==> src/hw/blsf_defs.svh <==
`ifndef BLSF_DEFS_SVH
`define BLSF_DEFS_SVH

// bus address, 7-bit form
`define BLSF_SLAVE_ADDR 7'h2C

// register pointer values
`define BLSF_REG_COMMAND 8'h00
`define BLSF_REG_FAULT 8'h01
`define BLSF_REG_MASK 8'h02
`define BLSF_REG_BRT_LO 8'h03
`define BLSF_REG_BRT_HI 8'h04
`define BLSF_REG_CONFIG 8'h10

// field positions and masks
`define BLSF_CMD_ON_BIT 0
`define BLSF_CMD_RESET_BIT 7
`define BLSF_CMD_MASK 8'h07
`define BLSF_MASK_MASK 8'h1F
`define BLSF_BRT_LO_MASK 8'h0F
`define BLSF_CFG_PWM_LOW_STANDBY_ENABLE_BIT 7
`define BLSF_CFG_PSD_BIT 5
`define BLSF_CFG_MODE_MSB 1
`define BLSF_CFG_MODE_LSB 0
`define BLSF_CFG_MODE_PWM_ONLY 2'h0

// reset values
`define BLSF_CMD_RST 8'h00
`define BLSF_CFG_RST 8'h00
`define BLSF_MASK_RST 8'h00
`define BLSF_BRT_RST 12'h000

// timing
`define BLSF_CLK_MHZ 125
`define BLSF_BOOST_UNDERVOLTAGE_FLAG_TIME_US 6000
`define BLSF_BOOST_UNDERVOLTAGE_FLAG_CYCLES (`BLSF_BOOST_UNDERVOLTAGE_FLAG_TIME_US * `BLSF_CLK_MHZ)

`endif

==> src/hw/blsf_pkg.sv <==
package blsf_pkg;

    typedef enum logic [1:0] {
        BLSF_MODE_LOAD = 2'b00,
        BLSF_MODE_STANDBY = 2'b01,
        BLSF_MODE_ACTIVE = 2'b10
    } blsf_mode_t;

    typedef enum logic [2:0] {
        BLSF_BUS_IDLE = 3'b000,
        BLSF_BUS_ADDR = 3'b001,
        BLSF_BUS_RX = 3'b010,
        BLSF_BUS_ACK = 3'b011,
        BLSF_BUS_TX = 3'b100,
        BLSF_BUS_MACK = 3'b101
    } blsf_bus_t;

    // bit order matches the fault status register, bit 4 down to bit 0
    typedef struct packed {
        logic boost_undervoltage_flag;
        logic boost_overvoltage_flag;
        logic boost_overcurrent_flag;
        logic thermal_trip_flag;
        logic supply_undervoltage_flag;
    } blsf_faults_t;

    typedef struct packed {
        logic chip_en;
        logic supply_low;
        logic supply_high;
        logic temp_trip;
        logic temp_release;
        logic boost_ilim;
        logic boost_clamp;
        logic boost_low;
        logic pwm;
    } blsf_mon_t;

    typedef struct packed {
        logic scl;
        logic sda;
    } blsf_pins_t;

    typedef struct packed {
        blsf_mode_t mode;
        blsf_faults_t faults;
        logic uv_block;
        logic therm_block;
        logic [19:0] uv_cnt;
        logic pwm_seen;
        logic [7:0] cmd;
        logic [7:0] cfg;
        logic [7:0] mask;
        logic [11:0] brt;
        logic [1:0] clamp_sel;
        blsf_bus_t bus;
        logic [2:0] bit_cnt;
        logic [7:0] shift;
        logic byte_full;
        logic rw;
        logic ptr_phase;
        logic [7:0] ptr;
        logic scl_prev;
        logic sda_prev;
        logic sda_oe_n;
        logic sda_o;
        logic backlight_en;
    } blsf_state_t;

endpackage

==> src/hw/blsf_sync.sv <==
`timescale 1ns/1ps
module blsf_sync #(
    parameter int W = 1
) (
    input wire logic i_clk,
    input wire logic i_rst,
    input wire logic [W-1:0] i_async,
    output logic [W-1:0] o_stable
);
    typedef struct packed {
        logic [W-1:0] s1;
        logic [W-1:0] s2;
        logic [W-1:0] s3;
        logic [W-1:0] stable;
    } blsf_sync_state_t;

    blsf_sync_state_t s_r;
    blsf_sync_state_t s_nxt;

    // a bit moves only once stages two and three agree
    always_comb begin
        s_nxt = s_r;
        s_nxt.s1 = i_async;
        s_nxt.s2 = s_r.s1;
        s_nxt.s3 = s_r.s2;
        s_nxt.stable = (~(s_r.s2 ^ s_r.s3) & s_r.s3) | ((s_r.s2 ^ s_r.s3) & s_r.stable);
    end

    always_ff @(posedge i_clk) begin
        if (i_rst) begin
            s_r <= '0;
        end else begin
            s_r <= s_nxt;
        end
    end

    assign o_stable = s_r.stable;
endmodule

==> src/hw/blsf_top.sv <==
`timescale 1ns/1ps
`include "blsf_defs.svh"
module blsf_top #(
    parameter logic [19:0] P_BOOST_UNDERVOLTAGE_FLAG_CYCLES = 20'(`BLSF_BOOST_UNDERVOLTAGE_FLAG_CYCLES)
) (
    input wire logic i_clk,
    input wire logic i_rst,
    input wire logic i_chip_enable_supply_pin,
    input wire logic i_serial_clock_line_pin,
    input wire logic i_serial_data_line_pin,
    output logic o_serial_data_line_pin_o,
    output logic o_serial_data_line_pin_oe_n,
    input wire logic i_pwm,
    input wire logic i_supply_low,
    input wire logic i_supply_above_hyst,
    input wire logic i_temp_trip,
    input wire logic i_temp_below_release,
    input wire logic i_boost_ilim,
    input wire logic i_boost_clamp,
    input wire logic i_boost_low,
    input wire logic [7:0] i_nv_command,
    input wire logic [7:0] i_nv_config,
    input wire logic [1:0] i_nv_clamp_sel,
    output logic o_backlight_en,
    output logic [1:0] o_mode,
    output logic [4:0] o_faults,
    output logic [11:0] o_brightness,
    output logic [1:0] o_boost_clamp_sel,
    output logic o_phase_shifted_dimming
);
    blsf_pkg::blsf_mon_t mon_raw;
    blsf_pkg::blsf_mon_t mon;
    blsf_pkg::blsf_pins_t pins_raw;
    blsf_pkg::blsf_pins_t pins;
    blsf_pkg::blsf_state_t s_r;
    blsf_pkg::blsf_state_t s_nxt;
    blsf_pkg::blsf_faults_t fault_set;
    logic scl_rise;
    logic scl_fall;
    logic start_c;
    logic stop_c;
    logic active_req;
    logic bus_ctrl;
    logic pwm_low_standby_enable;
    logic load_tx;
    logic wr_en;
    logic clear_faults;
    logic soft_reset;
    logic [7:0] rd_byte;

    assign mon_raw.chip_en = i_chip_enable_supply_pin;
    assign mon_raw.supply_low = i_supply_low;
    assign mon_raw.supply_high = i_supply_above_hyst;
    assign mon_raw.temp_trip = i_temp_trip;
    assign mon_raw.temp_release = i_temp_below_release;
    assign mon_raw.boost_ilim = i_boost_ilim;
    assign mon_raw.boost_clamp = i_boost_clamp;
    assign mon_raw.boost_low = i_boost_low;
    assign mon_raw.pwm = i_pwm;
    assign pins_raw.scl = i_serial_clock_line_pin;
    assign pins_raw.sda = i_serial_data_line_pin;

    blsf_sync #(
        .W($bits(blsf_pkg::blsf_mon_t))
    ) u_sync_mon (
        .i_clk(i_clk),
        .i_rst(i_rst),
        .i_async(mon_raw),
        .o_stable(mon)
    );

    blsf_sync #(
        .W($bits(blsf_pkg::blsf_pins_t))
    ) u_sync_pins (
        .i_clk(i_clk),
        .i_rst(i_rst),
        .i_async(pins_raw),
        .o_stable(pins)
    );

    function automatic logic [7:0] read_reg(input blsf_pkg::blsf_state_t s);
        logic [7:0] v;
        v = 8'h00;
        if (s.ptr == `BLSF_REG_COMMAND) begin
            v = s.cmd;
        end else if (s.ptr == `BLSF_REG_FAULT) begin
            v = {3'h0, s.faults};
        end else if (s.ptr == `BLSF_REG_MASK) begin
            v = s.mask;
        end else if (s.ptr == `BLSF_REG_BRT_LO) begin
            v = {4'h0, s.brt[3:0]};
        end else if (s.ptr == `BLSF_REG_BRT_HI) begin
            v = s.brt[11:4];
        end else if (s.ptr == `BLSF_REG_CONFIG) begin
            v = s.cfg;
        end
        return v;
    endfunction

    assign bus_ctrl = (s_r.cfg[`BLSF_CFG_MODE_MSB:`BLSF_CFG_MODE_LSB] != `BLSF_CFG_MODE_PWM_ONLY);
    assign pwm_low_standby_enable = s_r.cfg[`BLSF_CFG_PWM_LOW_STANDBY_ENABLE_BIT];
    assign active_req = bus_ctrl ? s_r.cmd[`BLSF_CMD_ON_BIT] : s_r.pwm_seen;

    always_comb begin
        s_nxt = s_r;
        load_tx = 1'b0;
        wr_en = 1'b0;
        clear_faults = 1'b0;
        soft_reset = 1'b0;
        rd_byte = read_reg(s_r);
        scl_rise = pins.scl & ~s_r.scl_prev;
        scl_fall = ~pins.scl & s_r.scl_prev;
        start_c = s_r.scl_prev & pins.scl & s_r.sda_prev & ~pins.sda;
        stop_c = s_r.scl_prev & pins.scl & ~s_r.sda_prev & pins.sda;
        s_nxt.scl_prev = pins.scl;
        s_nxt.sda_prev = pins.sda;
        s_nxt.sda_o = 1'b0;

        // pwm duty seen starts the backlight in pwm-only operation
        if (mon.pwm) begin
            s_nxt.pwm_seen = 1'b1;
        end else if (pwm_low_standby_enable) begin
            s_nxt.pwm_seen = 1'b0;
        end

        case (s_r.mode)
            blsf_pkg::BLSF_MODE_LOAD: begin
                s_nxt.cmd = i_nv_command & `BLSF_CMD_MASK;
                s_nxt.cfg = i_nv_config;
                s_nxt.clamp_sel = i_nv_clamp_sel;
                s_nxt.mode = blsf_pkg::BLSF_MODE_STANDBY;
            end
            blsf_pkg::BLSF_MODE_STANDBY: begin
                if (active_req) begin
                    s_nxt.mode = blsf_pkg::BLSF_MODE_ACTIVE;
                end
            end
            blsf_pkg::BLSF_MODE_ACTIVE: begin
                if (!active_req) begin
                    s_nxt.mode = blsf_pkg::BLSF_MODE_STANDBY;
                end
            end
            default: begin
                s_nxt.mode = blsf_pkg::BLSF_MODE_LOAD;
            end
        endcase

        // protection blocks with hysteresis
        if (mon.supply_low) begin
            s_nxt.uv_block = 1'b1;
        end else if (mon.supply_high) begin
            s_nxt.uv_block = 1'b0;
        end
        if (mon.temp_trip) begin
            s_nxt.therm_block = 1'b1;
        end else if (mon.temp_release) begin
            s_nxt.therm_block = 1'b0;
        end
        if (mon.boost_low && s_r.backlight_en) begin
            if (s_r.uv_cnt != P_BOOST_UNDERVOLTAGE_FLAG_CYCLES) begin
                s_nxt.uv_cnt = s_r.uv_cnt + 20'h00001;
            end
        end else begin
            s_nxt.uv_cnt = 20'h00000;
        end

        fault_set.supply_undervoltage_flag = mon.supply_low;
        fault_set.thermal_trip_flag = mon.temp_trip;
        fault_set.boost_overcurrent_flag = mon.boost_ilim;
        fault_set.boost_overvoltage_flag = mon.boost_clamp;
        fault_set.boost_undervoltage_flag = (s_r.uv_cnt == P_BOOST_UNDERVOLTAGE_FLAG_CYCLES);

        // serial port, closed until defaults are loaded
        if (s_r.mode == blsf_pkg::BLSF_MODE_LOAD) begin
            s_nxt.bus = blsf_pkg::BLSF_BUS_IDLE;
            s_nxt.sda_oe_n = 1'b1;
        end else if (start_c) begin
            s_nxt.bus = blsf_pkg::BLSF_BUS_ADDR;
            s_nxt.bit_cnt = 3'h0;
            s_nxt.byte_full = 1'b0;
            s_nxt.sda_oe_n = 1'b1;
        end else if (stop_c) begin
            s_nxt.bus = blsf_pkg::BLSF_BUS_IDLE;
            s_nxt.sda_oe_n = 1'b1;
        end else begin
            case (s_r.bus)
                blsf_pkg::BLSF_BUS_ADDR, blsf_pkg::BLSF_BUS_RX: begin
                    if (scl_rise) begin
                        s_nxt.shift = {s_r.shift[6:0], pins.sda};
                        s_nxt.bit_cnt = s_r.bit_cnt + 3'h1;
                        if (s_r.bit_cnt == 3'h7) begin
                            s_nxt.byte_full = 1'b1;
                        end
                    end else if (scl_fall && s_r.byte_full) begin
                        s_nxt.byte_full = 1'b0;
                        s_nxt.bit_cnt = 3'h0;
                        if (s_r.bus == blsf_pkg::BLSF_BUS_ADDR) begin
                            if (s_r.shift[7:1] == `BLSF_SLAVE_ADDR) begin
                                s_nxt.rw = s_r.shift[0];
                                s_nxt.ptr_phase = ~s_r.shift[0];
                                s_nxt.sda_oe_n = 1'b0;
                                s_nxt.bus = blsf_pkg::BLSF_BUS_ACK;
                            end else begin
                                s_nxt.bus = blsf_pkg::BLSF_BUS_IDLE;
                            end
                        end else begin
                            s_nxt.sda_oe_n = 1'b0;
                            s_nxt.bus = blsf_pkg::BLSF_BUS_ACK;
                            if (s_r.ptr_phase) begin
                                s_nxt.ptr = s_r.shift;
                                s_nxt.ptr_phase = 1'b0;
                            end else begin
                                wr_en = 1'b1;
                                s_nxt.ptr = s_r.ptr + 8'h01;
                            end
                        end
                    end
                end
                blsf_pkg::BLSF_BUS_ACK: begin
                    if (scl_fall) begin
                        s_nxt.sda_oe_n = 1'b1;
                        if (s_r.rw) begin
                            load_tx = 1'b1;
                        end else begin
                            s_nxt.bus = blsf_pkg::BLSF_BUS_RX;
                        end
                    end
                end
                blsf_pkg::BLSF_BUS_TX: begin
                    if (scl_fall) begin
                        if (s_r.bit_cnt == 3'h7) begin
                            s_nxt.sda_oe_n = 1'b1;
                            s_nxt.bus = blsf_pkg::BLSF_BUS_MACK;
                        end else begin
                            s_nxt.bit_cnt = s_r.bit_cnt + 3'h1;
                            s_nxt.shift = {s_r.shift[6:0], 1'b0};
                            s_nxt.sda_oe_n = s_r.shift[6];
                        end
                    end
                end
                blsf_pkg::BLSF_BUS_MACK: begin
                    if (scl_rise) begin
                        if (pins.sda) begin
                            s_nxt.bus = blsf_pkg::BLSF_BUS_IDLE;
                        end else begin
                            s_nxt.ptr = s_r.ptr + 8'h01;
                            s_nxt.byte_full = 1'b1;
                        end
                    end else if (scl_fall && s_r.byte_full) begin
                        s_nxt.byte_full = 1'b0;
                        load_tx = 1'b1;
                    end
                end
                default: begin
                    s_nxt.sda_oe_n = 1'b1;
                end
            endcase
        end

        // first read bit goes out at the falling edge that ends the ninth clock
        if (load_tx) begin
            s_nxt.shift = rd_byte;
            s_nxt.sda_oe_n = rd_byte[7];
            s_nxt.bit_cnt = 3'h0;
            s_nxt.bus = blsf_pkg::BLSF_BUS_TX;
            clear_faults = (s_r.ptr == `BLSF_REG_FAULT);
        end

        if (wr_en) begin
            if (s_r.ptr == `BLSF_REG_COMMAND) begin
                s_nxt.cmd = s_r.shift & `BLSF_CMD_MASK;
                soft_reset = s_r.shift[`BLSF_CMD_RESET_BIT];
            end else if (s_r.ptr == `BLSF_REG_MASK) begin
                s_nxt.mask = s_r.shift & `BLSF_MASK_MASK;
            end else if (s_r.ptr == `BLSF_REG_BRT_LO) begin
                s_nxt.brt[3:0] = s_r.shift[3:0];
            end else if (s_r.ptr == `BLSF_REG_BRT_HI) begin
                s_nxt.brt[11:4] = s_r.shift;
            end else if (s_r.ptr == `BLSF_REG_CONFIG) begin
                if (s_r.mode != blsf_pkg::BLSF_MODE_ACTIVE) begin
                    s_nxt.cfg = s_r.shift;
                end
            end
        end

        // a new event in the clearing cycle survives
        s_nxt.faults = (clear_faults ? '0 : s_r.faults) | fault_set;

        s_nxt.backlight_en = (s_nxt.mode == blsf_pkg::BLSF_MODE_ACTIVE)
            & ~s_nxt.uv_block & ~s_nxt.therm_block;

        // reset bit reloads defaults in place, so this byte still gets its ack; faults kept
        if (soft_reset) begin
            s_nxt.mode = blsf_pkg::BLSF_MODE_STANDBY;
            s_nxt.cmd = i_nv_command & `BLSF_CMD_MASK;
            s_nxt.cfg = i_nv_config;
            s_nxt.clamp_sel = i_nv_clamp_sel;
            s_nxt.backlight_en = 1'b0;
            s_nxt.brt = `BLSF_BRT_RST;
            s_nxt.mask = `BLSF_MASK_RST;
            s_nxt.pwm_seen = 1'b0;
        end
    end

    always_ff @(posedge i_clk) begin
        if (i_rst || !mon.chip_en) begin
            s_r <= '0;
            s_r.cmd <= `BLSF_CMD_RST;
            s_r.cfg <= `BLSF_CFG_RST;
            s_r.mask <= `BLSF_MASK_RST;
            s_r.brt <= `BLSF_BRT_RST;
            s_r.sda_oe_n <= 1'b1;
        end else begin
            s_r <= s_nxt;
        end
    end

    assign o_serial_data_line_pin_o = s_r.sda_o;
    assign o_serial_data_line_pin_oe_n = s_r.sda_oe_n;
    assign o_backlight_en = s_r.backlight_en;
    assign o_mode = s_r.mode;
    assign o_faults = s_r.faults;
    assign o_brightness = s_r.brt;
    assign o_boost_clamp_sel = s_r.clamp_sel;
    assign o_phase_shifted_dimming = s_r.cfg[`BLSF_CFG_PSD_BIT];
endmodule

==> config.mk <==
export PLATFORM = sky130hd
export DESIGN_NAME = blsf_top
export DESIGN_NICKNAME = d
export VERILOG_FILES = /design/src/hw/blsf_pkg.sv /design/src/hw/blsf_sync.sv /design/src/hw/blsf_top.sv
export VERILOG_INCLUDE_DIRS = /design/src /design/src/hw
export SDC_FILE = /design/constraint.sdc
export NUM_CORES = 1
export LEC_CHECK = 0
export ABC_CLOCK_PERIOD_IN_PS = 2750
export BUFFER_PORTS_ARGS = -buffer_cell sky130_fd_sc_hd__buf_2
export CORE_MARGIN = 10
export CORE_UTILIZATION = 40
export CTS_CLUSTER_DIAMETER = 150
export DETAILED_ROUTE_END_ITERATION = 12
export PLACE_DENSITY_LB_ADDON = 0.08
export REMOVE_ABC_BUFFERS = 1
export SLEW_MARGIN = 20
export SYNTH_ARGS = -nofsm -noshare
export SYNTH_HDL_FRONTEND = slang
export SYNTH_HIERARCHICAL = 1
export SYNTH_SLANG_ARGS = --single-unit
==> constraint.sdc <==
create_clock -name i_clk -period 2.75 [get_ports i_clk]
set_clock_uncertainty 0.1 [all_clocks]
set_input_delay 0.275 -clock i_clk [delete_from_list [all_inputs] [get_ports i_clk]]
set_output_delay 0.275 -clock i_clk [all_outputs]
set_load 0.02 [all_outputs]
# Word-level counts from Yosys, hierarchy flattened
# Cells that the tools add are included.
# Widths: inputs -> output; s select.
[totals]
reg_bits = 139
latch_bits = 0
mem_bits_rw = 0
rom_bits = 0
output_inout_bits = 25
mem_count = 0
[op_classes]
addsub = 3
n_mul = 0
div = 0
n_lt_le_gt_ge = 0
eq_ne = 60
shift = 0
mux = 124
n_bitwise = 34
reduce_logical = 35
[ops]
columns = ["cell", "n"]
rows = [
  ["$mux 8", 20],
  ["$mux 14", 5],
  ["$mux 10", 6],
  ["$ne 6x6->1 const B", 8],
  ["$mux 1", 45],
  ["$ne 5x5->1 const B", 9],
  ["$mux 22", 2],
  ["$mux 36", 1],
  ["$ne 4x4->1 const B", 9],
  ["$reduce_and 9->1", 4],
  ["$mux 11", 3],
  ["$mux 33", 1],
  ["$mux 3", 10],
  ["$mux 6", 5],
  ["$mux 28", 1],
  ["$mux 2", 13],
  ["$pmux 11 s2", 1],
  ["$reduce_and 7->1", 3],
  ["$add 20x1->20 const B", 1],
  ["$eq 20x20->1 const B", 1],
  ["$ne 20x20->1 const B", 1],
  ["$and 9x9->9", 2],
  ["$eq 8x2->1 const B", 2],
  ["$mux 16", 1],
  ["53 further kinds", 102],
]

# Depth between registers and ports, before layout
# Gate-level depths: netlist (run 1).
[logic_depth]
ltp_word = 22
ltp_mapped = 9
ltp_nobuf = 7

# Modules after synthesis
# The synthesis (run 1) kept the hierarchy.
[by_module_without_submodules]
columns = ["module", "n_inst", "cells_per_inst", "area_each_um2", "seq_area_each_um2"]
rows = [
  ["blsf_top", 1, 641, 5310.1, 1881.8],
  ["blsf_sync at u_sync_mon", 1, 102, 1129.8, 720.7],
  ["blsf_sync at u_sync_pins", 1, 22, 242.7, 160.2],
]

# Worst setup path after synthesis (run 1)
# No wires, ideal clock.
[synth_path]
kind = "flip-flop to flip-flop"
from = "register s_r[27] (netlist bit)"
to = "register s_r (netlist bit o_brightness[11])"
arrival_ps = 1988
path_slack_ps = 544
stages_incl_launch_ff = 9
n_path_buf = 3
path_cell_list = "dfxtp_1 > buf_6 > or3b_1 > buf_2 > or4_4 > nor3b_2 > buf_4 > mux2i_1 > nor2_1"
[synth_via]
elab_chain_len = 10
word_cells_on_any_way = 13
cone_classes = "eq/ne: 2; mux: 8; reduce/logical: 3"
[synth_lines]
columns = ["item", "line_no", "source"]
rows = [
  ["from (decl)", "blsf_top.sv:35", "blsf_pkg::blsf_state_t s_r;"],
  ["from (signal assigned)", "blsf_top.sv:314", "s_r <= s_nxt;"],
  ["$eq 3x1->1", "blsf_top.sv:186, blsf_top.sv:197", ""],
  ["$mux 1", "blsf_top.sv:197", "if (s_r.bus == blsf_pkg::BLSF_BUS_ADDR) begin"],
  ["$mux 1", "blsf_top.sv:194", "end else if (scl_fall && s_r.byte_full) begin"],
  ["$mux 1", "blsf_top.sv:188", "if (scl_rise) begin"],
  ["$mux 1 (*)", "blsf_top.sv:186", "case (s_r.bus)"],
  ["$mux 1 (*)", "blsf_top.sv:182", "end else if (stop_c) begin"],
  ["$mux 1 (*)", "blsf_top.sv:177", "end else if (start_c) begin"],
  ["$mux 1 (*)", "blsf_top.sv:174", "if (s_r.mode == blsf_pkg::BLSF_MODE_LOAD) begin"],
  ["$mux 1", "blsf_top.sv:269", "if (wr_en) begin"],
  ["$reduce_or 2->1 (no source line)", "--", ""],
]
# Every way passes the cells marked *; elsewhere a longest branch is shown, timed or not.
# A chain may end at the register's enable or synchronous reset.

# Worst setup path after layout (run 1)
[layout_path]
from = "register s_r[28] (netlist bit)"
to = "register s_r[47] (netlist bit)"
# Same word-level chain as after synthesis.

==> results of run 1 <==
==> Yosys cell counts (11+ instances only) <==
| library cell | count |
|---|---|
| sky130_fd_sc_hd__a21oi_1 | 40 |
| sky130_fd_sc_hd__a221oi_1 | 12 |
| sky130_fd_sc_hd__a22oi_1 | 13 |
| sky130_fd_sc_hd__buf_4 | 34 |
| sky130_fd_sc_hd__clkbuf_1 | 31 |
| sky130_fd_sc_hd__dfxtp_1 | 138 |
| sky130_fd_sc_hd__inv_1 | 18 |
| sky130_fd_sc_hd__mux2i_1 | 32 |
| sky130_fd_sc_hd__nand2_1 | 71 |
| sky130_fd_sc_hd__nand2b_1 | 15 |
| sky130_fd_sc_hd__nand3_1 | 22 |
| sky130_fd_sc_hd__nor2_1 | 65 |
| sky130_fd_sc_hd__nor2b_1 | 33 |
| sky130_fd_sc_hd__nor3_1 | 11 |
| sky130_fd_sc_hd__o21ai_0 | 20 |
| sky130_fd_sc_hd__o22ai_1 | 11 |
| sky130_fd_sc_hd__xor2_1 | 14 |
==> flip-flops by register name, summed over array words and instances (netlist names), named ones only <==
name	count
pwm_low_standby_enable	1
o_faults	5
u_sync_mon/s_r	9
o_phase_shifted_dimming	1
s_r	69
o_boost_clamp_sel	2
u_sync_mon/s_nxt	18
o_serial_data_line_pin_oe_n	1
o_backlight_en	1
u_sync_pins/s_nxt	4
u_sync_pins/s_r	2
o_brightness	12
o_mode	2
==> worst reg2reg max path, delay by kind of cell, from the launching register on <==
family	cells	cell delay, ns
AND/OR/NAND/NOR	4	1.52
flip-flops	1	0.39
multiplexers	1	0.29
==> final cells by class <==
class,instances,area share (%)
inverters,19,0.914
well taps,220,3.53
multi-input cells,531,43.5
flip-flops and latches,138,35.4
clock buffers,18,5.50
clock inverters,14,2.66
repair buffers,98,8.50
==> per-stage QoR <==
step           setup WS [ns]  total power [mW]  std cells  utilization (%)
2_1_floorplan         0.0678              2.10        688                -
3_3_place_gp           0.422              2.13        986             42.3
3_5_place_dp           0.359              2.13        986             42.3
4_1_cts                0.334              4.63       1038             47.4
5_1_grt                0.193              4.73       1038             47.4
6_report               0.349              4.58       1038             47.4
==> worst max-delay path by stage <==
| stage | endpoint | slack [ns] | cells past startpoint | startpoint |
|---|---|---|---|---|
| detailed placement | s_r[62] | 0.36 | 7 | s_r[5] |
| floorplan | o_brightness[10] | 0.07 | 5 | s_r[28] |
| CTS | s_r[62] | 0.33 | 7 | s_r[5] |
| global placement | o_backlight_en | 0.42 | 7 | s_r[5] |
| global route | s_r[24] | 0.19 | 6 | flip-flop |
| finish | s_r[47] | 0.35 | 5 | s_r[28] |
==> power groups by stage <==
stage / combinational (mW) / clock, mW / sequential [mW]
after floorplan: 0.0278 / 0 / 2.07
after global placement: 0.0609 / 0 / 2.07
after detailed placement: 0.0626 / 0 / 2.07
after CTS: 0.0851 / 2.52 / 2.03
after global routing: 0.0938 / 2.61 / 2.03
final: 0.0835 / 2.47 / 2.03
==> what timing repair did <==
| action | CTS | global route |
|---|---|---|
| setup buffers | 0 | 0 |
| hold buffers | 20 | 0 |
| endpoints found under the hold margin | 20 | 0 |
==> cell families (layout without fill, tap and decap cells) <==
kind of cell / Yosys count / after routing
fa+ha+maj: 8 / 8
flops: 138 / 138
other cells: 1 / 1
simple gates: 305 / 305
mux: 32 / 32
compound gates: 165 / 165
buf+inv: 96 / 149
xor+xnor: 20 / 20
==> per-layer routing <==
metal	GRT usage [%]	vias up
met5	0	-
met4	4.86	0
met3	4.10	22
met2	26.6	161
met1	20.4	2704
li1	-	2777
==> load_flow_metrics.sql, run 1 <==
INSERT INTO impl_metrics (metric_group, metric, value, unit) VALUES
('global_route', 'antenna_found_initial', '0', ''),
('final_layout', 'final_cell_mix', '138 x sky130_fd_sc_hd__dfxtp_1, 71 x sky130_fd_sc_hd__nand2_1, 65 x sky130_fd_sc_hd__nor2_1', ''),
('synthesis', 'async_set_or_reset_flop_fraction_in_the_synthesized_netlist', '0', '%'),
('clock_tree', 'htreeDepth', '4', ''),
('sta', 'final.period_utilization', '87.3', '%'),
('worst_hold_path', 'min_path_type', 'primary input to flip-flop', ''),
('worst_setup_path', 'crit_path_cell_trace', 'or3b_1, nor4_4, nand4_1, mux2i_1, nor2_1', ''),
('worst_hold_path', 'hold_start', 'i_pwm', ''),
('place', 'buffer_ports.inserted', '49', ''),
('place', 'hpwl', '12700', 'µm'),
('synthesis', 'yosys_warnings', '6', ''),
('routing', 'routed-via-count', '5664', ''),
('pwr', 'clkPwrFrac', '54.0', '%'),
('sta', 'rsz0062_at_grt', 'false', ''),
('pwr', 'p_leak', '2.93', 'nW'),
('final_layout', 'most_frequent_standard_cell_in_the_layout_excluding_fill_and_tap_cells', 'sky130_fd_sc_hd__dfxtp_1', ''),
('pwr', 'swShare', '21.1', '%'),
('pwr', 'power-per-cell-area', '587', 'nW/µm²'),
('routing', 'post-route-drc-count', '0', ''),
('synthesis', 'synth_enable_flop_cells', '0', ''),
('worst_setup_path', 'worstReg2RegStart', 's_r[28]', ''),
('floorplan', 'fp.coreArea', '16500', 'µm²'),
('clock_tree', 'cts_tree', 'done', ''),
('worst_setup_path', 'cp_slowest_cell', 'sky130_fd_sc_hd__or3b_1', ''),
('synthesis', 'avgSynthCellArea', '8.74', 'µm²'),
('global_route', 'grt_remaining_overflow', '0', ''),
('final_layout', 'antenna_cells_inserted', '0', ''),
('clock_tree', 'clk_transition_reported_paths', '0.06', 'ns'),
('floorplan', 'start_util', '40.6', '%'),
('floorplan', 'pin_count', '56', ''),
('synthesis', 'adder_and_majority_cell_fraction_of_the_synthesized_area', '1.50', '%'),
('routing', 'routedWlPerCell', '16.9', 'µm'),
('synthesis', 'synth.distinct_cells', '72', ''),
('global_route', 'vias_in_the_first_global_route', '5577', ''),
('synthesis', 'yosys.area_share.simple', '25.0', '%'),
('sta', 'worst_slew_pin_slew', '1.07', 'ns'),
('global_route', 'grt_start_max_net_pins', '46', ''),
('routing', 'detail_route.wirelength.met1', '7900', 'µm'),
('synthesis', 'synth_area_leaders', 'sky130_fd_sc_hd__dfxtp_1 41%, sky130_fd_sc_hd__mux2i_1 4.8%, sky130_fd_sc_hd__nand2_1 4.0%', ''),
('clock_tree', 'clk_latency', '0.42', 'ns'),
('pwr', 'power_frac_seq', '44.2', '%'),
('synthesis', 'register_area_share_after_synthesis', '41.3', '%'),
('routing', 'met3_wirelength', '1090', 'µm'),
('floorplan', 'die-area', '22300', 'µm²'),
('place', 'place.gp.congestion', '0.931', ''),
('routing', 'routed.top_layer', 'met4', ''),
('worst_setup_path', 'worstPathArrival', '2.60', 'ns'),
('synthesis', 'synth-main-ff-cell', 'sky130_fd_sc_hd__dfxtp_1', ''),
('clock_tree', 'cts.repair.resized', '0', ''),
('sta', 'drv_slew', '0', ''),
('routing', 'postRouteWirelength', '17600', 'µm'),
('worst_setup_path', 'timing.setup.critical_path_class', 'flip-flop to flip-flop', ''),
('final_layout', 'finish.instance_area', '7800', 'µm²'),
('global_route', 'grt_util_overall', '16.2', '%'),
('worst_setup_path', 'crit_buf_inv', '0', ''),
('worst_setup_path', 'critical_path_required', '2.95', 'ns'),
('clock_tree', 'cts_buffer_depth', '2', ''),
('worst_setup_path', 'worst-path-max-fanout', '7', ''),
('synthesis', 'complex_gate_fraction_of_the_synthesized_area', '16.8', '%'),
('sta', 'fmax', '416', 'MHz'),
('pwr', 'vdd_drop_max', '0.563', 'mV'),
('worst_setup_path', 'critical-path-top-delay-family', 'simple AND/OR/NAND/NOR gates', ''),
('sta', 'hold_ws', '0.0196', 'ns'),
('synthesis', 'postSynthRegisterBits', '138', ''),
('final_layout', 'area.sequential', '2760', 'µm²'),
('status', 'run_status', 'finished clean', ''),
('worst_setup_path', 'critical_path.max_stage_delay', '0.53', 'ns'),
('global_route', 'grt_first_pass_wirelength', '29100', 'µm'),
('pwr', 'p_comb_share', '1.8', '%'),
('routing', 'met2RoutedLength', '8320', 'µm'),
('synthesis', 'cell_count_after_synthesis', '765', '');
(Power assumes the default switching activity.)
==> run 2: changes to the inputs <==
--- a/config.mk
+++ b/config.mk
@@ -7,7 +7,7 @@
 export NUM_CORES = 1
 export LEC_CHECK = 0
 export ABC_CLOCK_PERIOD_IN_PS = 2750
-export BUFFER_PORTS_ARGS = -buffer_cell sky130_fd_sc_hd__buf_2
+export BUFFER_PORTS_ARGS = -buffer_cell sky130_fd_sc_hd__buf_4
 export CORE_MARGIN = 10
 export CORE_UTILIZATION = 40
 export CTS_CLUSTER_DIAMETER = 150
==> constraint.sdc (replaced) <==
create_clock -name i_clk -period 2.75 [get_ports i_clk]
set_clock_uncertainty 0.1 [all_clocks]
set_input_delay 0.275 -clock i_clk [delete_from_list [all_inputs] [get_ports i_clk]]
set_output_delay 0.275 -clock i_clk [all_outputs]
set_load 0.1 [all_outputs]
==> run 2 against run 1 <==
Cell count rose by 0.67%. Clock power shrank 6%. Largest power group unchanged. Die area unchanged. Register-to-register slack got worse by 0.02 ns. First-iteration DRC count is 25% higher. Global-route usage is 0.31 points higher. Core utilization increased by 0.84 points. Sequential cell count stayed put. Non-clock buffer count grew 7. Setup slack got worse by 0.021 ns. Routed wire length increased by 2.4%. Via count rose by 1.0%.
==> load_flow_metrics.sql, run 2 (synthesis gave the netlist of run 1 again) <==
INSERT INTO impl_metrics (metric_group, metric, value, unit) VALUES
('status', 'run_status', 'finished clean', ''),
('sta', 'relSlewSlack', '45.1', '%'),
('final_layout', 'final_util', '48.2', '%'),
('sta', 'finalCriticalPeriod', '2.42', 'ns'),
('sta', 'rsz0062_at_grt', 'false', ''),
('global_route', 'grt_remaining_overflow', '0', ''),
('pwr', 'p_comb_share', '2.3', '%'),
('clock_tree', 'clk_latency', '0.42', 'ns'),
('worst_setup_path', 'critical_path_required', '2.96', 'ns'),
('clock_tree', 'htreeDepth', '4', ''),
('worst_setup_path', 'cp_slowest_cell', 'sky130_fd_sc_hd__a31oi_1', ''),
('worst_setup_path', 'worst-path-max-fanout', '7', ''),
('clock_tree', 'cts_made_buffers', '17', ''),
('sta', 'drv_slew', '0', ''),
('sta', 'final.period_utilization', '88.1', '%'),
('worst_setup_path', 'worstReg2RegStart', 's_r[5]', ''),
('pwr', 'p_leak', '2.97', 'nW'),
('routing', 'initialDrtViolationCount', '382', ''),
('routing', 'viasPerCell', '5.48', ''),
('floorplan', 'die-area', '22300', 'µm²'),
('routing', 'remaining_antenna_violation_count', '0', ''),
('final_layout', 'most_frequent_standard_cell_in_the_layout_excluding_fill_and_tap_cells', 'sky130_fd_sc_hd__dfxtp_1', ''),
('place', 'place_area', '7140', 'µm²'),
('routing', 'postRouteWirelength', '18000', 'µm'),
('pwr', 'power.internal', '3.46', 'mW'),
('place', 'hpwl', '12900', 'µm'),
('floorplan', 'fp.coreArea', '16500', 'µm²'),
('floorplan', 'chipWidth', '149', 'µm'),
('sta', 'worst_slew_pin_slew', '0.820', 'ns'),
('sta', 'final-hold-violation-count', '0', ''),
('final_layout', 'antenna_cells_inserted', '0', ''),
('clock_tree', 'cts_buffer_depth', '2', ''),
('final_layout', 'final_cell_count_no_fill', '1045', ''),
('routing', 'post-route-drc-count', '0', ''),
('pwr', 'power-per-cell-area', '560', 'nW/µm²'),
('final_layout', 'largest_register_ffs', '69', ''),
('worst_setup_path', 'worst_setup_path_startpoint', 's_r[5]', ''),
('worst_setup_path', 'timing.critical_path.to_type', 'flip-flop', ''),
('sta', 'timing.final.setup_violations', '0', ''),
('global_route', 'grt_util_overall', '16.5', '%'),
('routing', 'routed-via-count', '5723', ''),
('worst_setup_path', 'startpoint_type', 'flip-flop', ''),
('final_layout', 'areaGrowthSynthToFinish', '18.9', '%'),
('floorplan', 'pin_count', '56', ''),
('worst_hold_path', 'hold_start', 'i_nv_command[1]', ''),
('place', 'buffer_ports.inserted', '49', ''),
('sta', 'setup_ws', '0.328', 'ns'),
('pwr', 'clkPwrFrac', '52.2', '%'),
('pwr', 'vdd_drop_max', '0.450', 'mV'),
('final_layout', 'finish.instance_area', '7940', 'µm²'),
('sta', 'fmax', '413', 'MHz'),
('worst_setup_path', 'critical_path.max_stage_delay', '0.59', 'ns'),
('clock_tree', 'clock_sinks', '138', ''),
('final_layout', 'final_layout_size_suffix_gt1_share', '16.2', '%'),
('global_route', 'grt_start_max_net_pins', '46', ''),
('floorplan', 'row_count', '47', ''),
('worst_setup_path', 'critical-path-top-delay-family', 'compound AO/OA/AOI/OAI gates', ''),
('final_layout', 'register_with_the_most_flip_flops', 's_r', ''),
('clock_tree', 'cts_tree', 'done', ''),
('floorplan', 'start_util', '40.6', '%'),
('worst_setup_path', 'crit_buf_inv', '1', ''),
('global_route', 'grt_first_pass_wirelength', '29400', 'µm'),
('place', 'place_inst', '992', ''),
('worst_setup_path', 'worstPathArrival', '2.63', 'ns'),
('pwr', 'power_frac_seq', '45.6', '%'),
('routing', 'drtPass1Iterations', '5', ''),
('final_layout', 'fill_cells', '1620', ''),
('flow_run', 'total_of_max_cap_violations', '0', ''),
('worst_hold_path', 'min_path_type', 'primary input to flip-flop', ''),
('place', 'place_worst_setup_slack', '0.344', 'ns'),
('final_layout', 'layout_net_count', '851', ''),
('floorplan', 'chipHeight', '149', 'µm'),
('pwr', 'swShare', '22.1', '%'),
('final_layout', 'final_cell_mix', '138 x sky130_fd_sc_hd__dfxtp_1, 84 x sky130_fd_sc_hd__buf_4, 71 x sky130_fd_sc_hd__nand2_1', ''),
('place', 'place.gp.congestion', '0.884', ''),
('global_route', 'vias_in_the_first_global_route', '5774', ''),
('worst_setup_path', 'crit_path_cell_trace', 'inv_1, ha_1, nor3b_1, and2_0, a31oi_1, nor2_1, a2111oi_2', ''),
('clock_tree', 'clk_transition_reported_paths', '0.06', 'ns'),
('global_route', 'antenna_found_initial', '0', ''),
('routing', 'routedWlPerCell', '17.2', 'µm'),
('pwr', 'net-switching-power', '982', 'µW'),
('worst_setup_path', 'timing.setup.critical_path_class', 'flip-flop to flip-flop', ''),
('clock_tree', 'cts_root_buf', 'sky130_fd_sc_hd__clkbuf_16', '');
-- run 2: cell count changes in the layout (fill, tap and decap cells not counted) --
| cell | delta |
|---|---|
| sky130_fd_sc_hd__buf_4 | +55 |
| sky130_fd_sc_hd__clkinvlp_4 | +1 |
| sky130_fd_sc_hd__inv_8 | -2 |
| sky130_fd_sc_hd__clkinv_2 | -1 |
| sky130_fd_sc_hd__buf_2 | -49 |
| sky130_fd_sc_hd__clkinv_4 | +1 |
| sky130_fd_sc_hd__bufinv_16 | -2 |
| sky130_fd_sc_hd__inv_6 | +2 |
| sky130_fd_sc_hd__dlygate4sd3_1 | +1 |
| sky130_fd_sc_hd__clkbuf_8 | +1 |
-- run 2: final cells by class --
| class | instances | area [µm²] | area share, % |
|---|---|---|---|
| Inverter | 19 | 71.3 | 0.898 |
| Clock inverter | 13 | 154 | 1.94 |
| Timing Repair Buffer | 105 | 841 | 10.6 |
| Sequential cell | 138 | 2760 | 34.8 |
| Multi-Input combinational cell | 531 | 3400 | 42.8 |
| Clock buffer | 19 | 443 | 5.58 |
| Tap cell | 220 | 275 | 3.47 |
-- run 2: final timing paths --
path,endpoint,slack (ns),depth (start not counted)
setup / recovery,s_r[62],0.33,7
hold / removal,s_r[61],0.03,3
setup reg to reg,s_r[62],0.33,7
hold reg to reg,u_sync_mon/s_nxt[16],0.33,1
-- run 2: stage by stage --
stage	power (mW)	hold slack, ns	setup TNS [ns]
after detailed placement	2.15	0.324	0
final	4.44	0.0312	0
after global placement	2.15	0.318	0
after floorplan	2.10	0.241	-7.80
after global routing	4.60	0.0484	0
after CTS	4.50	0.0122	0
-- run 2: what timing repair did --
| item | 4_1_cts | 5_1_grt |
|---|---|---|
| hold endpoints to repair | 21 | 0 |
| resized for setup | 0 | 0 |
| hold buffers | 21 | 0 |
| setup buffers | 0 | 0 |
-- run 2: routing by layer --
layer  vias up  GRT usage, %  part of all wire (%)
met5         -             0                     0
met4         0          5.20                   1.9
met2       168          27.3                    48
met3        25          4.28                   5.8
li1       2790             -                     -
met1      2740          20.5                    45
-- run 2: power groups by stage --
stage | sequential (mW) | clock [mW] | combinational (mW)
floorplan | 2.07 | 0 | 0.0325
finish | 2.03 | 2.32 | 0.101
detailed placement | 2.07 | 0 | 0.0774
global route | 2.03 | 2.46 | 0.111
CTS | 2.03 | 2.37 | 0.102
global placement | 2.07 | 0 | 0.0759
-- run 2: tightest hold or removal path, stage by stage --
cell,delay [ns]
sky130_fd_sc_hd__buf_4,0.08
sky130_fd_sc_hd__nand2b_1,0.05
sky130_fd_sc_hd__a31oi_1,0.11
==> run 3: changes to the inputs <==
--- a/config.mk
+++ b/config.mk
@@ -6,6 +6,7 @@
 export SDC_FILE = /design/constraint.sdc
 export NUM_CORES = 1
 export LEC_CHECK = 0
+export ABC_AREA = 1
 export ABC_CLOCK_PERIOD_IN_PS = 2750
 export BUFFER_PORTS_ARGS = -buffer_cell sky130_fd_sc_hd__buf_4
 export CORE_MARGIN = 10
==> run 3 against run 2 <==
Sequential share of layout area is 1.2 points lower. First-iteration DRC count increased by 25%. Synthesized area rose by 6.3%. Hold slack worse by 0.0087 ns. Highest routed layer unchanged.
==> load_flow_metrics.sql, run 3 <==
INSERT INTO impl_metrics (metric_group, metric, value, unit) VALUES
('status', 'run_status', 'finished clean', ''),
('worst_hold_path', 'hold_start', 'i_nv_config[7]', ''),
('clock_tree', 'cts_made_buffers', '17', ''),
('pwr', 'p_leak', '3.49', 'nW'),
('clock_tree', 'htreeDepth', '4', ''),
('worst_setup_path', 'regToRegEndpoint', 'o_brightness[5]', ''),
('sta', 'timing.final.setup_violations', '0', ''),
('routing', 'drtPass1Iterations', '5', ''),
('place', 'buffer_ports.inserted', '49', ''),
('worst_hold_path', 'worstHoldPathCells', '3', ''),
('pwr', 'power-per-cell-area', '533', 'nW/µm²'),
('clock_tree', 'cts_buffer_depth', '2', ''),
('floorplan', 'chipWidth', '153', 'µm'),
('worst_setup_path', 'critical_path_required', '3.00', 'ns'),
('worst_setup_path', 'r2r_slack', '0.48', 'ns'),
('worst_setup_path', 'worst-path-max-fanout', '12', ''),
('pwr', 'power', '4.38', 'mW'),
('floorplan', 'die-area', '23500', 'µm²'),
('synthesis', 'synth_area_leaders', 'sky130_fd_sc_hd__dfxtp_1 39%, sky130_fd_sc_hd__nand2_1 13%, sky130_fd_sc_hd__nor2_1 8.1%', ''),
('routing', 'postRouteWirelength', '18600', 'µm'),
('floorplan', 'start_util', '40.9', '%'),
('floorplan', 'row_count', '48', ''),
('final_layout', 'register_with_the_most_flip_flops', 's_r', ''),
('synthesis', 'synth_enable_flop_cells', '0', ''),
('routing', 'remaining_antenna_violation_count', '0', ''),
('synthesis', 'netlist.area_leader.share', '38.9', '%'),
('clock_tree', 'post_cts_setup_buffer_count', '0', ''),
('final_layout', 'areaGrowthSynthToFinish', '15.7', '%'),
('final_layout', 'antenna_cells_inserted', '0', ''),
('worst_setup_path', 'reg2reg_depth', '11', ''),
('flow_run', 'total_of_max_cap_violations', '0', ''),
('worst_setup_path', 'worstPathArrival', '2.52', 'ns'),
('sta', 'hold_ws', '0.0225', 'ns'),
('clock_tree', 'clk_transition_reported_paths', '0.07', 'ns'),
('synthesis', 'synth.largest_area_cell', 'sky130_fd_sc_hd__dfxtp_1', ''),
('synthesis', 'yosys-top-cells-count', '253 x sky130_fd_sc_hd__nand2_1, 154 x sky130_fd_sc_hd__nor2_1, 140 x sky130_fd_sc_hd__inv_1, 138 x sky130_fd_sc_hd__dfxtp_1, 92 x sky130_fd_sc_hd__a21oi_1', ''),
('final_layout', 'final_cell_mix', '253 x sky130_fd_sc_hd__nand2_1, 154 x sky130_fd_sc_hd__nor2_1, 140 x sky130_fd_sc_hd__inv_1', ''),
('global_route', 'antenna_found_initial', '0', ''),
('worst_hold_path', 'min_path_type', 'primary input to flip-flop', ''),
('final_layout', 'multi_input_comb_area', '3390', 'µm²'),
('synthesis', 'avgSynthCellArea', '6.68', 'µm²'),
('final_layout', 'area.sequential', '2760', 'µm²'),
('routing', 'post-route-drc-count', '0', ''),
('routing', 'initialDrtViolationCount', '477', ''),
('synthesis', 'yosys.cell_count.top_type', 'sky130_fd_sc_hd__nand2_1', ''),
('worst_setup_path', 'startpoint_type', 'flip-flop', ''),
('routing', 'routedWlPerCell', '13.9', 'µm'),
('place', 'hpwl', '13800', 'µm'),
('global_route', 'grt_first_pass_wirelength', '30400', 'µm'),
('synthesis', 'post_synth_instance_area', '7100', 'µm²'),
('final_layout', 'most_frequent_standard_cell_in_the_layout_excluding_fill_and_tap_cells', 'sky130_fd_sc_hd__nand2_1', ''),
('sta', 'finalCriticalPeriod', '2.27', 'ns'),
('global_route', 'grt_remaining_overflow', '0', ''),
('sta', 'fmax', '441', 'MHz'),
('synthesis', 'postSynthRegisterBits', '138', ''),
('synthesis', 'cell_count_after_synthesis', '1063', ''),
('synthesis', 'synth-main-ff-cell', 'sky130_fd_sc_hd__dfxtp_1', ''),
('synthesis', 'async_set_or_reset_flop_fraction_in_the_synthesized_netlist', '0', '%'),
('floorplan', 'fp.coreArea', '17400', 'µm²'),
('worst_hold_path', 'min_to', 'pwm_low_standby_enable', ''),
('synthesis', 'register_area_share_after_synthesis', '38.9', '%'),
('clock_tree', 'clock_sinks', '138', ''),
('final_layout', 'fill_cells', '1796', ''),
('routing', 'viasPerCell', '4.85', ''),
('sta', 'rsz0062_at_grt', 'false', ''),
('synthesis', 'synth.distinct_cells', '39', ''),
('worst_setup_path', 'timing.critical_path.to_type', 'flip-flop', ''),
('sta', 'drv_slew', '0', ''),
('final_layout', 'layout_net_count', '1145', ''),
('clock_tree', 'cts_root_buf', 'sky130_fd_sc_hd__clkbuf_16', ''),
('worst_setup_path', 'timing.setup.critical_path_class', 'flip-flop to flip-flop', ''),
('sta', 'worst_slew_pin_slew', '0.664', 'ns'),
('final_layout', 'final_layout_size_suffix_gt1_share', '11.7', '%'),
('sta', 'final-hold-violation-count', '0', ''),
('sta', 'relSlewSlack', '55.6', '%'),
('final_layout', 'largest_register_ffs', '69', ''),
('routing', 'routed-via-count', '6516', ''),
('global_route', 'vias_in_the_first_global_route', '6039', ''),
('clock_tree', 'clk_latency', '0.42', 'ns'),
('floorplan', 'chipHeight', '153', 'µm'),
('synthesis', 'yosys_warnings', '6', ''),
('global_route', 'grt_start_max_net_pins', '37', ''),
('pwr', 'vdd_drop_max', '0.441', 'mV'),
('clock_tree', 'cts_tree', 'done', ''),
('place', 'place.gp.congestion', '0.887', ''),
('floorplan', 'pin_count', '56', ''),
('sta', 'final.period_utilization', '82.5', '%'),
('global_route', 'grt_util_overall', '15.5', '%');
[run 3: changes by cell type in the layout (fill, tap and decap cells not counted), sizes merged, moves of 12 or more]
cell,previous run,this run
nand3,22,75
a22oi,13,0
a221oi,12,0
nor2b,34,0
o21ai,24,73
nand2,71,259
inv,25,154
nor2,66,161
buf,84,63
a21oi,40,92
nand2b,15,0
mux2i,32,0
[run 3: cell families after synthesis]
family          after synthesis  synth area share, %
fa+ha+maj                     8                 1.41
flops                       138                 38.9
xor+xnor                      7                0.863
buf+inv                     203                 13.3
compound gates              174                 13.1
other cells                   1               0.0528
simple gates                532                 32.4
[run 3: metrics by stage]
stage	setup WS (ns)	std cells	TNS (ns)	utilization, %	instance area (µm²)
finish	0.482	1344	0	47.4	8220
global route	0.295	1344	0	47.4	8220
CTS	0.486	1344	0	47.4	8220
detailed placement	0.544	1294	0	43.0	7470
global placement	0.540	1294	0	43.0	7470
floorplan	-0.502	1006	-23.41	-	6710
[run 3: layer usage]
layer,GRT usage (%),up-vias,part of all wire (%)
li1,-,3428,-
met1,20.7,2945,51
met2,24.1,119,44
met3,3.93,24,4.2
met4,4.09,0,1.3
met5,0,-,0
[run 3: cell type report]
type / count / share of cell area (%)
Clock inverter: 15 / 1.81
Inverter: 146 / 6.76
Tap cell: 225 / 3.42
Sequential cell: 138 / 33.6
Clock buffer: 17 / 5.17
Timing Repair Buffer: 81 / 7.94
Multi-Input combinational cell: 722 / 41.3
[run 3: where the power goes]
part	leakage, nW	switching, mW	internal (mW)
registers	1.12	0.00955	2.02
logic	2.09	0.0550	0.0613
clock network	0.283	1.03	1.21
total	3.49	1.10	3.29
[run 3: how the worst max path moves through the flow]
stage               startpoint  cells past startpoint              end  slack (ns)
floorplan            o_mode[1]                      9          s_r[11]       -0.50
global placement     flip-flop                      9          s_r[54]        0.54
detailed placement   flip-flop                      9          s_r[58]        0.54
CTS                  flip-flop                     11  o_brightness[5]        0.49
global route         flip-flop                     11  o_brightness[5]        0.30
finish               flip-flop                     11  o_brightness[5]        0.48
[run 3: timing repair]
item / 4_1_cts / 5_1_grt
gates resized for setup: 0 / 0
endpoints found under the hold margin: 18 / 0
hold buffers: 18 / 0
[run 3: worst max-delay path: stages, from the launching register on]
cell	delay (ns)
sky130_fd_sc_hd__dfxtp_1	0.42
sky130_fd_sc_hd__inv_2	0.10
sky130_fd_sc_hd__nand4_1	0.21
sky130_fd_sc_hd__nand2_1	0.17
sky130_fd_sc_hd__nor3_4	0.28
sky130_fd_sc_hd__buf_4	0.27
sky130_fd_sc_hd__nand2_2	0.08
sky130_fd_sc_hd__nor2_4	0.22
sky130_fd_sc_hd__nand2_4	0.12
sky130_fd_sc_hd__nand2_1	0.08
sky130_fd_sc_hd__inv_1	0.03
sky130_fd_sc_hd__nor2_1	0.11
